[src/ccu_pkg.sv]
// Constants shared by the compare/capture unit files
package ccu_pkg;

    // ------------------------------------------------------------
    // Sizes and timing
    // ------------------------------------------------------------
    localparam int CNT_W = 16;
    localparam int T2_CH = 5;
    localparam int GRP_CH = 8;
    localparam int CAP_CH = 4;
    localparam int MC_DIV = 6;
    localparam int PRESC_W = 8;
    localparam logic [3:0] PRESC_MAX = 4'h8;
    localparam int IRQ_W = 4;

    // ------------------------------------------------------------
    // Register offsets
    // ------------------------------------------------------------
    localparam logic [7:0] ADDR_CTRL = 8'h00;
    localparam logic [7:0] ADDR_PRESC = 8'h01;
    localparam logic [7:0] ADDR_STATUS = 8'h02;
    localparam logic [7:0] ADDR_MASK = 8'h03;
    localparam logic [7:0] ADDR_T2_COUNT = 8'h04;
    localparam logic [7:0] ADDR_T2_CMP = 8'h06;
    localparam logic [7:0] ADDR_T2_EN = 8'h10;
    localparam logic [7:0] ADDR_T2_MODE1 = 8'h11;
    localparam logic [7:0] ADDR_T2_CAPT = 8'h12;
    localparam logic [7:0] ADDR_P1_LATCH = 8'h13;
    localparam logic [7:0] ADDR_P5_LATCH = 8'h14;
    localparam logic [7:0] ADDR_GRP_CMP = 8'h20;
    localparam logic [7:0] ADDR_GRP_EN = 8'h30;
    localparam logic [7:0] ADDR_GRP_SEL = 8'h31;
    localparam logic [7:0] ADDR_GRP_REL = 8'h32;
    localparam logic [7:0] ADDR_GRP_LATCH = 8'h34;
    localparam logic [7:0] ADDR_CT_COUNT = 8'h36;

    // ------------------------------------------------------------
    // Control fields
    // ------------------------------------------------------------
    localparam int CTRL_T2_MODE_LSB = 0;
    localparam int CTRL_RELOAD_EN = 2;
    localparam int CTRL_RELOAD_TRIG = 3;
    localparam int CTRL_CT_RUN = 4;
    localparam int CTRL_CT1_RUN = 5;
    localparam int CTRL_REMAP = 6;
    localparam int CTRL_T2_HALF = 7;
    localparam int MODE1_CONCURRENT = 5;
    localparam logic [1:0] T2_STOP = 2'h0;
    localparam logic [1:0] T2_TIMER = 2'h1;
    localparam logic [1:0] T2_GATED = 2'h2;
    localparam logic [1:0] T2_COUNTER = 2'h3;

    // ------------------------------------------------------------
    // Interrupt status bits
    // ------------------------------------------------------------
    localparam int ST_T2 = 0;
    localparam int ST_CT = 1;
    localparam int ST_CT1 = 2;
    localparam int ST_CONC = 3;

endpackage : ccu_pkg

[src/compare_capture_unit.sv]
// Compare/capture unit: timer 2, compare timer, compare timer 1
//
// Notes on behaviour
// - Reload/compare and four timer 2 registers compare against timer 2 only.
// - Each assignable register picks timer 2 (mode 0) or compare timer (mode 1).
// - Second group and its reload belong to compare timer 1; mode 0 or capture.
// - Reload/compare: modes 0, 1, reload; four others: modes 0, 1, capture.
// - Fourth timer 2 register can drive all eight concurrent outputs on match.
// - Gated mode counts only while gate pin high, sampled each machine cycle.
// - Counter mode counts falling edges sampled each machine cycle.
// - Reload mode 0: rollover sets overflow flag and loads reload value.
// - Reload mode 1: falling edge on trigger pin loads reload value.
// - Compare timers use prescaler from oscillator rate down to divide by 256.
// - Started compare timers run freely, reloading on overflow.
// - Compare timer rollover sets that timer's interrupt flag.
// - Enabled pairings compare value with count and act on equality.
// - Mode 0 output goes high on match, low on timer overflow.
// - Mode 0 pins ignore port latch writes.
// - Remap select chooses which group the shared offsets reach.
module compare_capture_unit (
    input wire logic clk_i,
    input wire logic arst_n_i,
    input wire logic [7:0] addr_i,
    input wire logic [7:0] wdata_i,
    input wire logic wr_i,
    input wire logic rd_i,
    output logic [7:0] rdata_o,
    input wire logic timer2_gate_count_pin_i,
    input wire logic timer2_reload_trigger_pin_i,
    input wire logic [ccu_pkg::CAP_CH-1:0] timer2_capture_pins_i,
    input wire logic [ccu_pkg::GRP_CH-1:0] second_group_capture_pins_i,
    output logic [ccu_pkg::T2_CH-1:0] timer2_compare_o,
    output logic [ccu_pkg::GRP_CH-1:0] assignable_compare_o,
    output logic [ccu_pkg::GRP_CH-1:0] concurrent_output_o,
    output logic [ccu_pkg::GRP_CH-1:0] second_group_compare_o,
    output logic irq_o
);

    localparam int W = ccu_pkg::CNT_W;
    localparam int T2N = ccu_pkg::T2_CH;
    localparam int GN = ccu_pkg::GRP_CH;
    localparam logic [2:0] MC_LAST = 3'(ccu_pkg::MC_DIV - 1);

    // ------------------------------------------------------------
    // State
    // ------------------------------------------------------------
    typedef struct packed {
        logic [2:0] mc_cnt;
        logic mc_half;
        logic gate_smp;
        logic cnt_smp;
        logic trig_prev;
        logic [ccu_pkg::PRESC_W-1:0] presc;
        logic [7:0] ctrl;
        logic [7:0] presc_sel;
        logic [ccu_pkg::IRQ_W-1:0] status;
        logic [ccu_pkg::IRQ_W-1:0] mask;
        logic [T2N-1:0][W-1:0] t2_val;
        logic [T2N-1:0] t2_en;
        logic [7:0] t2_mode1;
        logic [ccu_pkg::CAP_CH-1:0] t2_capt;
        logic [1:0][GN-1:0][W-1:0] grp_val;
        logic [1:0][GN-1:0] grp_en;
        logic [1:0][GN-1:0] grp_sel;
        logic [1:0][W-1:0] grp_rel;
        logic [ccu_pkg::CAP_CH-1:0] t2cap_prev;
        logic [GN-1:0] grpcap_prev;
        logic [7:0] rdata;
    } ccu_state_s;

    ccu_state_s state_reg;
    ccu_state_s state_next;

    logic mc_en;
    logic t2_tick;
    logic t2_load;
    logic [W-1:0] t2_rel;
    logic ct_tick;
    logic ct1_tick;
    logic rm;
    logic [W-1:0] t2_count;
    logic [W-1:0] ct_count;
    logic [W-1:0] ct1_count;
    logic t2_step;
    logic t2_ovf;
    logic ct_step;
    logic ct_ovf;
    logic ct1_step;
    logic ct1_ovf;
    logic [T2N-1:0] t2_match;
    logic [T2N-1:0] t2_capt_all;
    logic [7:0] rd_val;
    logic [ccu_pkg::IRQ_W-1:0] irq_set;

    function automatic logic [7:0] presc_mask(input logic [3:0] sel);
        logic [3:0] n;
        n = (sel > ccu_pkg::PRESC_MAX) ? ccu_pkg::PRESC_MAX : sel;
        presc_mask = 8'((9'h001 << n) - 9'h001);
    endfunction : presc_mask

    // ------------------------------------------------------------
    // Clock enables and timer inputs
    // ------------------------------------------------------------
    assign mc_en = (state_reg.mc_cnt == MC_LAST);
    assign rm = state_reg.ctrl[ccu_pkg::CTRL_REMAP];

    always_comb
    begin
        case (state_reg.ctrl[ccu_pkg::CTRL_T2_MODE_LSB +: 2])
            ccu_pkg::T2_TIMER:
                t2_tick = mc_en & (!state_reg.ctrl[ccu_pkg::CTRL_T2_HALF]
                    | state_reg.mc_half);
            ccu_pkg::T2_GATED:
                t2_tick = mc_en & state_reg.gate_smp;
            ccu_pkg::T2_COUNTER:
                t2_tick = mc_en & state_reg.cnt_smp
                    & !timer2_gate_count_pin_i;
            default:
                t2_tick = 1'b0;
        endcase
    end

    // Trigger reload only in reload mode 1
    assign t2_load = state_reg.ctrl[ccu_pkg::CTRL_RELOAD_EN]
        & state_reg.ctrl[ccu_pkg::CTRL_RELOAD_TRIG]
        & state_reg.trig_prev & !timer2_reload_trigger_pin_i;
    assign t2_rel = (state_reg.ctrl[ccu_pkg::CTRL_RELOAD_EN]
        & !state_reg.ctrl[ccu_pkg::CTRL_RELOAD_TRIG])
        ? state_reg.t2_val[0] : '0;

    assign ct_tick = state_reg.ctrl[ccu_pkg::CTRL_CT_RUN]
        & ((state_reg.presc & presc_mask(state_reg.presc_sel[3:0])) == '0);
    assign ct1_tick = state_reg.ctrl[ccu_pkg::CTRL_CT1_RUN]
        & ((state_reg.presc & presc_mask(state_reg.presc_sel[7:4])) == '0);

    // ------------------------------------------------------------
    // Timers
    // ------------------------------------------------------------
    count_timer #(.W(W)) u_timer2 (
        .clk_i(clk_i),
        .arst_n_i(arst_n_i),
        .tick_i(t2_tick),
        .load_i(t2_load),
        .load_val_i(state_reg.t2_val[0]),
        .reload_val_i(t2_rel),
        .count_o(t2_count),
        .step_o(t2_step),
        .ovf_o(t2_ovf)
    );

    count_timer #(.W(W)) u_compare_timer (
        .clk_i(clk_i),
        .arst_n_i(arst_n_i),
        .tick_i(ct_tick),
        .load_i(1'b0),
        .load_val_i(state_reg.grp_rel[0]),
        .reload_val_i(state_reg.grp_rel[0]),
        .count_o(ct_count),
        .step_o(ct_step),
        .ovf_o(ct_ovf)
    );

    count_timer #(.W(W)) u_second_compare_timer (
        .clk_i(clk_i),
        .arst_n_i(arst_n_i),
        .tick_i(ct1_tick),
        .load_i(1'b0),
        .load_val_i(state_reg.grp_rel[1]),
        .reload_val_i(state_reg.grp_rel[1]),
        .count_o(ct1_count),
        .step_o(ct1_step),
        .ovf_o(ct1_ovf)
    );

    // ------------------------------------------------------------
    // Compare outputs
    // ------------------------------------------------------------
    assign t2_capt_all = {state_reg.t2_capt, 1'b0};

    genvar gi;
    generate
        for (gi = 0; gi < T2N; gi++)
        begin : g_t2
            assign t2_match[gi] = t2_step
                & (t2_count == state_reg.t2_val[gi]);
            compare_output_latch u_latch (
                .clk_i(clk_i),
                .arst_n_i(arst_n_i),
                .en_i(state_reg.t2_en[gi] & !t2_capt_all[gi]),
                .mode1_i(state_reg.t2_mode1[gi]),
                .match_i(t2_match[gi]),
                .ovf_i(t2_ovf),
                .wr_i(wr_i & (addr_i == ccu_pkg::ADDR_P1_LATCH)),
                .wbit_i(wdata_i[gi]),
                .pin_o(timer2_compare_o[gi])
            );
        end
        for (gi = 0; gi < GN; gi++)
        begin : g_grp
            logic sel;
            assign sel = state_reg.grp_sel[0][gi];
            compare_output_latch u_assign (
                .clk_i(clk_i),
                .arst_n_i(arst_n_i),
                .en_i(state_reg.grp_en[0][gi]),
                .mode1_i(sel),
                .match_i(sel
                    ? ct_step & (ct_count == state_reg.grp_val[0][gi])
                    : t2_step & (t2_count == state_reg.grp_val[0][gi])),
                .ovf_i(sel ? ct_ovf : t2_ovf),
                .wr_i(wr_i & !rm & (addr_i == ccu_pkg::ADDR_GRP_LATCH)),
                .wbit_i(wdata_i[gi]),
                .pin_o(assignable_compare_o[gi])
            );
            compare_output_latch u_concurrent (
                .clk_i(clk_i),
                .arst_n_i(arst_n_i),
                .en_i(state_reg.t2_mode1[ccu_pkg::MODE1_CONCURRENT]),
                .mode1_i(1'b1),
                .match_i(t2_match[T2N-1]),
                .ovf_i(1'b0),
                .wr_i(wr_i & (addr_i == ccu_pkg::ADDR_P5_LATCH)),
                .wbit_i(wdata_i[gi]),
                .pin_o(concurrent_output_o[gi])
            );
            compare_output_latch u_second (
                .clk_i(clk_i),
                .arst_n_i(arst_n_i),
                .en_i(state_reg.grp_en[1][gi]
                    & !state_reg.grp_sel[1][gi]),
                .mode1_i(1'b0),
                .match_i(ct1_step
                    & (ct1_count == state_reg.grp_val[1][gi])),
                .ovf_i(ct1_ovf),
                .wr_i(wr_i & rm & (addr_i == ccu_pkg::ADDR_GRP_LATCH)),
                .wbit_i(wdata_i[gi]),
                .pin_o(second_group_compare_o[gi])
            );
        end
    endgenerate

    // ------------------------------------------------------------
    // Read mux
    // ------------------------------------------------------------
    always_comb
    begin
        rd_val = '0;
        case (addr_i)
            ccu_pkg::ADDR_CTRL: rd_val = state_reg.ctrl;
            ccu_pkg::ADDR_PRESC: rd_val = state_reg.presc_sel;
            ccu_pkg::ADDR_STATUS: rd_val = 8'(state_reg.status);
            ccu_pkg::ADDR_MASK: rd_val = 8'(state_reg.mask);
            ccu_pkg::ADDR_T2_COUNT: rd_val = t2_count[7:0];
            ccu_pkg::ADDR_T2_COUNT + 8'h01: rd_val = t2_count[15:8];
            ccu_pkg::ADDR_T2_EN: rd_val = 8'(state_reg.t2_en);
            ccu_pkg::ADDR_T2_MODE1: rd_val = state_reg.t2_mode1;
            ccu_pkg::ADDR_T2_CAPT: rd_val = 8'(state_reg.t2_capt);
            ccu_pkg::ADDR_P1_LATCH: rd_val = 8'(timer2_compare_o);
            ccu_pkg::ADDR_P5_LATCH: rd_val = concurrent_output_o;
            ccu_pkg::ADDR_GRP_EN: rd_val = state_reg.grp_en[rm];
            ccu_pkg::ADDR_GRP_SEL: rd_val = state_reg.grp_sel[rm];
            ccu_pkg::ADDR_GRP_REL: rd_val = state_reg.grp_rel[rm][7:0];
            ccu_pkg::ADDR_GRP_REL + 8'h01:
                rd_val = state_reg.grp_rel[rm][15:8];
            ccu_pkg::ADDR_GRP_LATCH:
                rd_val = rm ? second_group_compare_o : assignable_compare_o;
            ccu_pkg::ADDR_CT_COUNT:
                rd_val = rm ? ct1_count[7:0] : ct_count[7:0];
            ccu_pkg::ADDR_CT_COUNT + 8'h01:
                rd_val = rm ? ct1_count[15:8] : ct_count[15:8];
            default: rd_val = '0;
        endcase
        for (int i = 0; i < T2N; i++)
        begin
            if (addr_i == 8'(ccu_pkg::ADDR_T2_CMP + 2 * i))
                rd_val = state_reg.t2_val[i][7:0];
            if (addr_i == 8'(ccu_pkg::ADDR_T2_CMP + 2 * i + 1))
                rd_val = state_reg.t2_val[i][15:8];
        end
        for (int k = 0; k < GN; k++)
        begin
            if (addr_i == 8'(ccu_pkg::ADDR_GRP_CMP + 2 * k))
                rd_val = state_reg.grp_val[rm][k][7:0];
            if (addr_i == 8'(ccu_pkg::ADDR_GRP_CMP + 2 * k + 1))
                rd_val = state_reg.grp_val[rm][k][15:8];
        end
    end

    // ------------------------------------------------------------
    // Next state
    // ------------------------------------------------------------
    always_comb
    begin
        irq_set = '0;
        irq_set[ccu_pkg::ST_T2] = t2_ovf;
        irq_set[ccu_pkg::ST_CT] = ct_ovf;
        irq_set[ccu_pkg::ST_CT1] = ct1_ovf;
        irq_set[ccu_pkg::ST_CONC] = t2_match[T2N-1]
            & state_reg.t2_mode1[ccu_pkg::MODE1_CONCURRENT];

        state_next = state_reg;
        state_next.mc_cnt = mc_en ? '0 : state_reg.mc_cnt + 3'h1;
        state_next.presc = state_reg.presc + 1'b1;
        state_next.trig_prev = timer2_reload_trigger_pin_i;
        state_next.t2cap_prev = timer2_capture_pins_i;
        state_next.grpcap_prev = second_group_capture_pins_i;
        state_next.rdata = rd_i ? rd_val : '0;
        if (mc_en)
        begin
            state_next.mc_half = !state_reg.mc_half;
            state_next.gate_smp = timer2_gate_count_pin_i;
            state_next.cnt_smp = timer2_gate_count_pin_i;
        end

        // Register writes
        if (wr_i)
        begin
            case (addr_i)
                ccu_pkg::ADDR_CTRL: state_next.ctrl = wdata_i;
                ccu_pkg::ADDR_PRESC: state_next.presc_sel = wdata_i;
                ccu_pkg::ADDR_MASK:
                    state_next.mask = wdata_i[ccu_pkg::IRQ_W-1:0];
                ccu_pkg::ADDR_T2_EN:
                    state_next.t2_en = wdata_i[T2N-1:0];
                ccu_pkg::ADDR_T2_MODE1: state_next.t2_mode1 = wdata_i;
                ccu_pkg::ADDR_T2_CAPT:
                    state_next.t2_capt = wdata_i[ccu_pkg::CAP_CH-1:0];
                ccu_pkg::ADDR_GRP_EN: state_next.grp_en[rm] = wdata_i;
                ccu_pkg::ADDR_GRP_SEL: state_next.grp_sel[rm] = wdata_i;
                ccu_pkg::ADDR_GRP_REL:
                    state_next.grp_rel[rm][7:0] = wdata_i;
                ccu_pkg::ADDR_GRP_REL + 8'h01:
                    state_next.grp_rel[rm][15:8] = wdata_i;
                default: ;
            endcase
            for (int i = 0; i < T2N; i++)
            begin
                if (addr_i == 8'(ccu_pkg::ADDR_T2_CMP + 2 * i))
                    state_next.t2_val[i][7:0] = wdata_i;
                if (addr_i == 8'(ccu_pkg::ADDR_T2_CMP + 2 * i + 1))
                    state_next.t2_val[i][15:8] = wdata_i;
            end
            for (int k = 0; k < GN; k++)
            begin
                if (addr_i == 8'(ccu_pkg::ADDR_GRP_CMP + 2 * k))
                    state_next.grp_val[rm][k][7:0] = wdata_i;
                if (addr_i == 8'(ccu_pkg::ADDR_GRP_CMP + 2 * k + 1))
                    state_next.grp_val[rm][k][15:8] = wdata_i;
            end
        end

        // Captures win over a write in the same cycle
        for (int i = 0; i < ccu_pkg::CAP_CH; i++)
        begin
            if (state_reg.t2_capt[i] & timer2_capture_pins_i[i]
                & !state_reg.t2cap_prev[i])
                state_next.t2_val[i + 1] = t2_count;
        end
        for (int k = 0; k < GN; k++)
        begin
            if (state_reg.grp_sel[1][k] & second_group_capture_pins_i[k]
                & !state_reg.grpcap_prev[k])
                state_next.grp_val[1][k] = ct1_count;
        end

        // Sticky status: set wins over clear
        state_next.status = state_reg.status | irq_set;
        if (wr_i && addr_i == ccu_pkg::ADDR_STATUS)
            state_next.status = (state_reg.status
                & ~wdata_i[ccu_pkg::IRQ_W-1:0]) | irq_set;
    end

    always_ff @(posedge clk_i or negedge arst_n_i)
    begin
        if (!arst_n_i)
            state_reg <= '0;
        else
            state_reg <= state_next;
    end

    assign rdata_o = state_reg.rdata;
    assign irq_o = |(state_reg.status & state_reg.mask);

endmodule : compare_capture_unit

[src/compare_output_latch.sv]
// Port latch of one compare output with shadow latch
module compare_output_latch (
    input wire logic clk_i,
    input wire logic arst_n_i,
    input wire logic en_i,
    input wire logic mode1_i,
    input wire logic match_i,
    input wire logic ovf_i,
    input wire logic wr_i,
    input wire logic wbit_i,
    output logic pin_o
);

    typedef struct packed {
        logic pin;
        logic shadow;
    } latch_state_s;

    latch_state_s state_reg;
    latch_state_s state_next;

    always_comb
    begin
        state_next = state_reg;
        if (!en_i)
        begin
            if (wr_i)
            begin
                state_next.pin = wbit_i;
                state_next.shadow = wbit_i;
            end
        end
        else if (mode1_i)
        begin
            if (wr_i)
                state_next.shadow = wbit_i;
            if (match_i)
                state_next.pin = state_next.shadow;
        end
        else
        begin
            // Port writes are ignored here
            if (ovf_i)
                state_next.pin = 1'b0;
            else if (match_i)
                state_next.pin = 1'b1;
        end
    end

    always_ff @(posedge clk_i or negedge arst_n_i)
    begin
        if (!arst_n_i)
            state_reg <= '0;
        else
            state_reg <= state_next;
    end

    assign pin_o = state_reg.pin;

endmodule : compare_output_latch

[src/count_timer.sv]
// Free-running up counter with overflow reload and external load
module count_timer #(
    parameter int W = 16
) (
    input wire logic clk_i,
    input wire logic arst_n_i,
    input wire logic tick_i,
    input wire logic load_i,
    input wire logic [W-1:0] load_val_i,
    input wire logic [W-1:0] reload_val_i,
    output logic [W-1:0] count_o,
    output logic step_o,
    output logic ovf_o
);

    typedef struct packed {
        logic [W-1:0] count;
        logic step;
        logic ovf;
    } timer_state_s;

    timer_state_s state_reg;
    timer_state_s state_next;

    always_comb
    begin
        state_next = state_reg;
        state_next.step = 1'b0;
        state_next.ovf = 1'b0;
        if (load_i)
        begin
            state_next.count = load_val_i;
            state_next.step = 1'b1;
        end
        else if (tick_i)
        begin
            state_next.step = 1'b1;
            if (&state_reg.count)
            begin
                state_next.count = reload_val_i;
                state_next.ovf = 1'b1;
            end
            else
            begin
                state_next.count = state_reg.count + 1'b1;
            end
        end
    end

    always_ff @(posedge clk_i or negedge arst_n_i)
    begin
        if (!arst_n_i)
            state_reg <= '0;
        else
            state_reg <= state_next;
    end

    assign count_o = state_reg.count;
    assign step_o = state_reg.step;
    assign ovf_o = state_reg.ovf;

endmodule : count_timer

[config.mk]
export PLATFORM = sky130hd
export DESIGN_NAME = compare_capture_unit
export DESIGN_NICKNAME = d
export VERILOG_FILES = /design/src/ccu_pkg.sv /design/src/compare_capture_unit.sv /design/src/compare_output_latch.sv /design/src/count_timer.sv
export SDC_FILE = /design/constraint.sdc
export NUM_CORES = 2
export LEC_CHECK = 0
export BUFFER_PORTS_ARGS = -buffer_cell sky130_fd_sc_hd__buf_2
export CORE_ASPECT_RATIO = 1.2
export CORE_MARGIN = 1
export CORE_UTILIZATION = 56
export CTS_CLUSTER_SIZE = 10
export DETAILED_ROUTE_END_ITERATION = 8
export HOLD_SLACK_MARGIN = 0.08
export PLACE_DENSITY = 0.72
export SLEW_MARGIN = 20
export SYNTH_ARGS = -nofsm -noshare
export SYNTH_HDL_FRONTEND = slang
export SYNTH_SLANG_ARGS = --single-unit
[constraint.sdc]
create_clock -name clk_i -period 3.15 [get_ports clk_i]
set_input_delay 0.1575 -clock clk_i [delete_from_list [all_inputs] [get_ports clk_i]]
set_output_delay 0.1575 -clock clk_i [all_outputs]
set_load 0.01 [all_outputs]
==> results.toml <==
[setup_path]
crit_type = "reg2reg"
endpoint_kind = "register"
required_ps = 3720
cp-start-kind = "register"
cp.arrival_ps = 3770
cp_max_fo = 35

[timing]
fin_skew_ps = 22.87
max_freq_mhz = 312.6
fin_ws_ps = -48.62
rsz0062_at_grt = "false"
hold_viol_final = 0
slew_headroom_pct = 32.91
setup_viol = 2
timing.final.crit_period_ps = 3199
hold_ws_ps = 175.8
slew_violations = 0
period_share_pct = 101.5
tightest_slew_ps = 1000

[die]
dieWidth_um = 234.9
start_util_pct = 56.57
ios = 72
dieArea_mm2 = 0.06614
coreArea_mm2 = 0.06445
die_h_um = 281.5
rows = 102

[status]
violations = "negative setup slack"
status = "complete, but fails checks"

[logic_synthesis]
synth_top_area_share_pct = 39.74
netlist_area_mm2 = 0.03646
synth-async-reset-ratio_pct = 100.0
synth_area_leaders = "dfrtp_1 (40%), mux2i_1 (7.9%), xnor2_1 (7.3%), mux2_2 (6.9%), o21ai_0 (5.0%)"
netlist_instances = 3936
avgSynthCellArea_um2 = 9.264
synth-seq-cells = 579
postSynth.topFlopCell = "dfrtp_1"
synth.most_common_cell = "dfrtp_1"
syn-num-nets = 3976
ys_seq_area_share_pct = 39.74
synth_top_area_cell = "dfrtp_1"
netlist_top_cells_count = "dfrtp_1 (579), nand2_1 (406), o21ai_0 (365), xnor2_1 (303), mux2i_1 (287)"
yosys_warnings = 0
synth_enable_flop_cells = 0
yosysUniqueCellTypes = 85

[finish]
drive_above_1_share_pct = 17.30
largest_reg_flops = 458
nets = 4014
area_growth_pct = 11.46

[drt]
wl_per_cell_um = 34.74
dr.pass1.iters = 8
dr_total_vias = 33733
wirelength_um = 167700
route.detailed.drc = 0
ant_nets = 0
viasPerCell = 6.986
drt-initial-drc-count = 4740

[placed_design]
routabilityCongestion = 1.143
pre_cts_slack_ps = 84.00
dp_hpwl_um = 122400
port_buffers = 71

[global_route]
grt_use_total_pct = 50.37
grt_antenna_before_repair = 12
grt-ovfl-total = 0
grt_first_pass_wirelength_um = 236200
grt_max_degree = 124
grt_pass1_vias = 31764

[run]
max-cap-violations = 0

[power_and_ir_drop]
power.leakage_uw = 0.01783
p_per_area_mw_per_mm2 = 468.9
peakVddDrop_mv = 0.4443
power_uw = 19050

[clock_tree]
ctsHtreeMaxLevel = 3
postCtsSetupRepairBufs = 0
cts_num_sinks = 579
clkTransAtPathRegs_ps = 60
clock_latency_ps = 640
clockRootBuffer = "clkbuf_16"
numCtsBuffers = 70
cts_buffer_depth = 3
cts_tree = "yes"

[min_path]
holdCritPathClass = "in2reg"
==> final cells by class <==
cell class / count / area, um2
clock buffer: 84 / 1856
timing repair buffer: 348 / 2788
clock inverter: 9 / 100.1
fill: 5528 / 23810
multi-input combinational: 2943 / 20240
tap: 832 / 1041
sequential: 579 / 14490
inverter: 32 / 120.1
antenna: 2 / 5.005
==> cells by family after synthesis <==
kind of cell / synth area share [%]
simple gates: 14.02
buf+inv: 4.952
fa+ha+maj: 0.2059
xor+xnor: 11.60
compound gates: 14.08
flops: 39.74
mux: 15.40
==> final timing paths <==
kind	from	endpoint	slack (ps)	depth (start not counted)
setup / recovery	rm	rdata_o[2]	-50	7
hold / removal	timer2_capture_pins_i[1]	state_reg[17]	180	2
setup reg to reg	rm	rdata_o[2]	-50	7
hold reg to reg	u_compare_timer.ovf_o	state_reg[442]	440	1
max in group asynchronous	arst_n_i	state_reg[249]	2250	3
min in group asynchronous	arst_n_i	state_reg[326]	190	3
==> through the flow <==
stage          setup TNS [ps]  area (um2)  std cells  utilization, %
3_3_place_gp                0       38460       4714           59.68
4_1_cts                     0       40640       4827           63.05
2_1_floorplan               0       36460       3936               -
3_5_place_dp                0       38460       4714           59.68
5_1_grt                     0       40640       4828           63.05
6_report               -61.66       40640       4829           63.06
==> where the power goes <==
group          internal, uW  total, uW  switching (uW)
clock network          4200       7400            3200
logic                  1230       3230            2010
registers              7790       8420             627
==> critical path: stages, from the launching register on <==
cell and delay (ps):
dfrtp_4 580, buf_12 300, buf_4 210, mux2i_1 220, a21boi_0 630, nor2_1 230, a211oi_1 670, o31a_1 240
==> metal layers <==
metal	routed length (um)	vias to the layer above	GRT usage (%)
met5	134	-	0
met4	15620	18	38.93
met3	19600	761	12.98
met2	71430	2499	74.96
met1	60960	16529	62.91
li1	-	13926	-
==> cells in the final DEF, fill, tap and decap left out, types with 10 or more instances in the layout <==
master,netlist,layout
dfrtp_1,579,578
nand2_1,406,406
o21ai_0,365,365
xnor2_1,303,303
mux2i_1,287,287
buf_4,41,235
mux2_2,225,225
a21oi_1,219,219
nor2_1,222,218
xor2_1,180,180
nand3_1,88,88
nand4_1,87,87
clkbuf_16,0,71
buf_2,51,70
o22ai_1,55,55
nor4_1,49,48
nor3_1,41,41
a22oi_1,38,38
inv_1,30,30
nand2b_1,23,23
a31oi_1,23,23
nor2b_1,22,22
buf_12,0,22
and3_1,21,21
o211ai_1,19,19
dlygate4sd3_1,0,19
nor2_2,14,18
a211oi_1,16,15
o221ai_1,15,15
o31ai_1,12,12
o21ai_1,12,12
a221o_1,11,11
clkbuf_1,241,10
==> repair_timing <==
item,in CTS,in global routing
hold endpoints to repair,472,0
hold buffers,20,0
gates resized for setup,0,0
No activity file was read; power rests on OpenSTA's default activity.
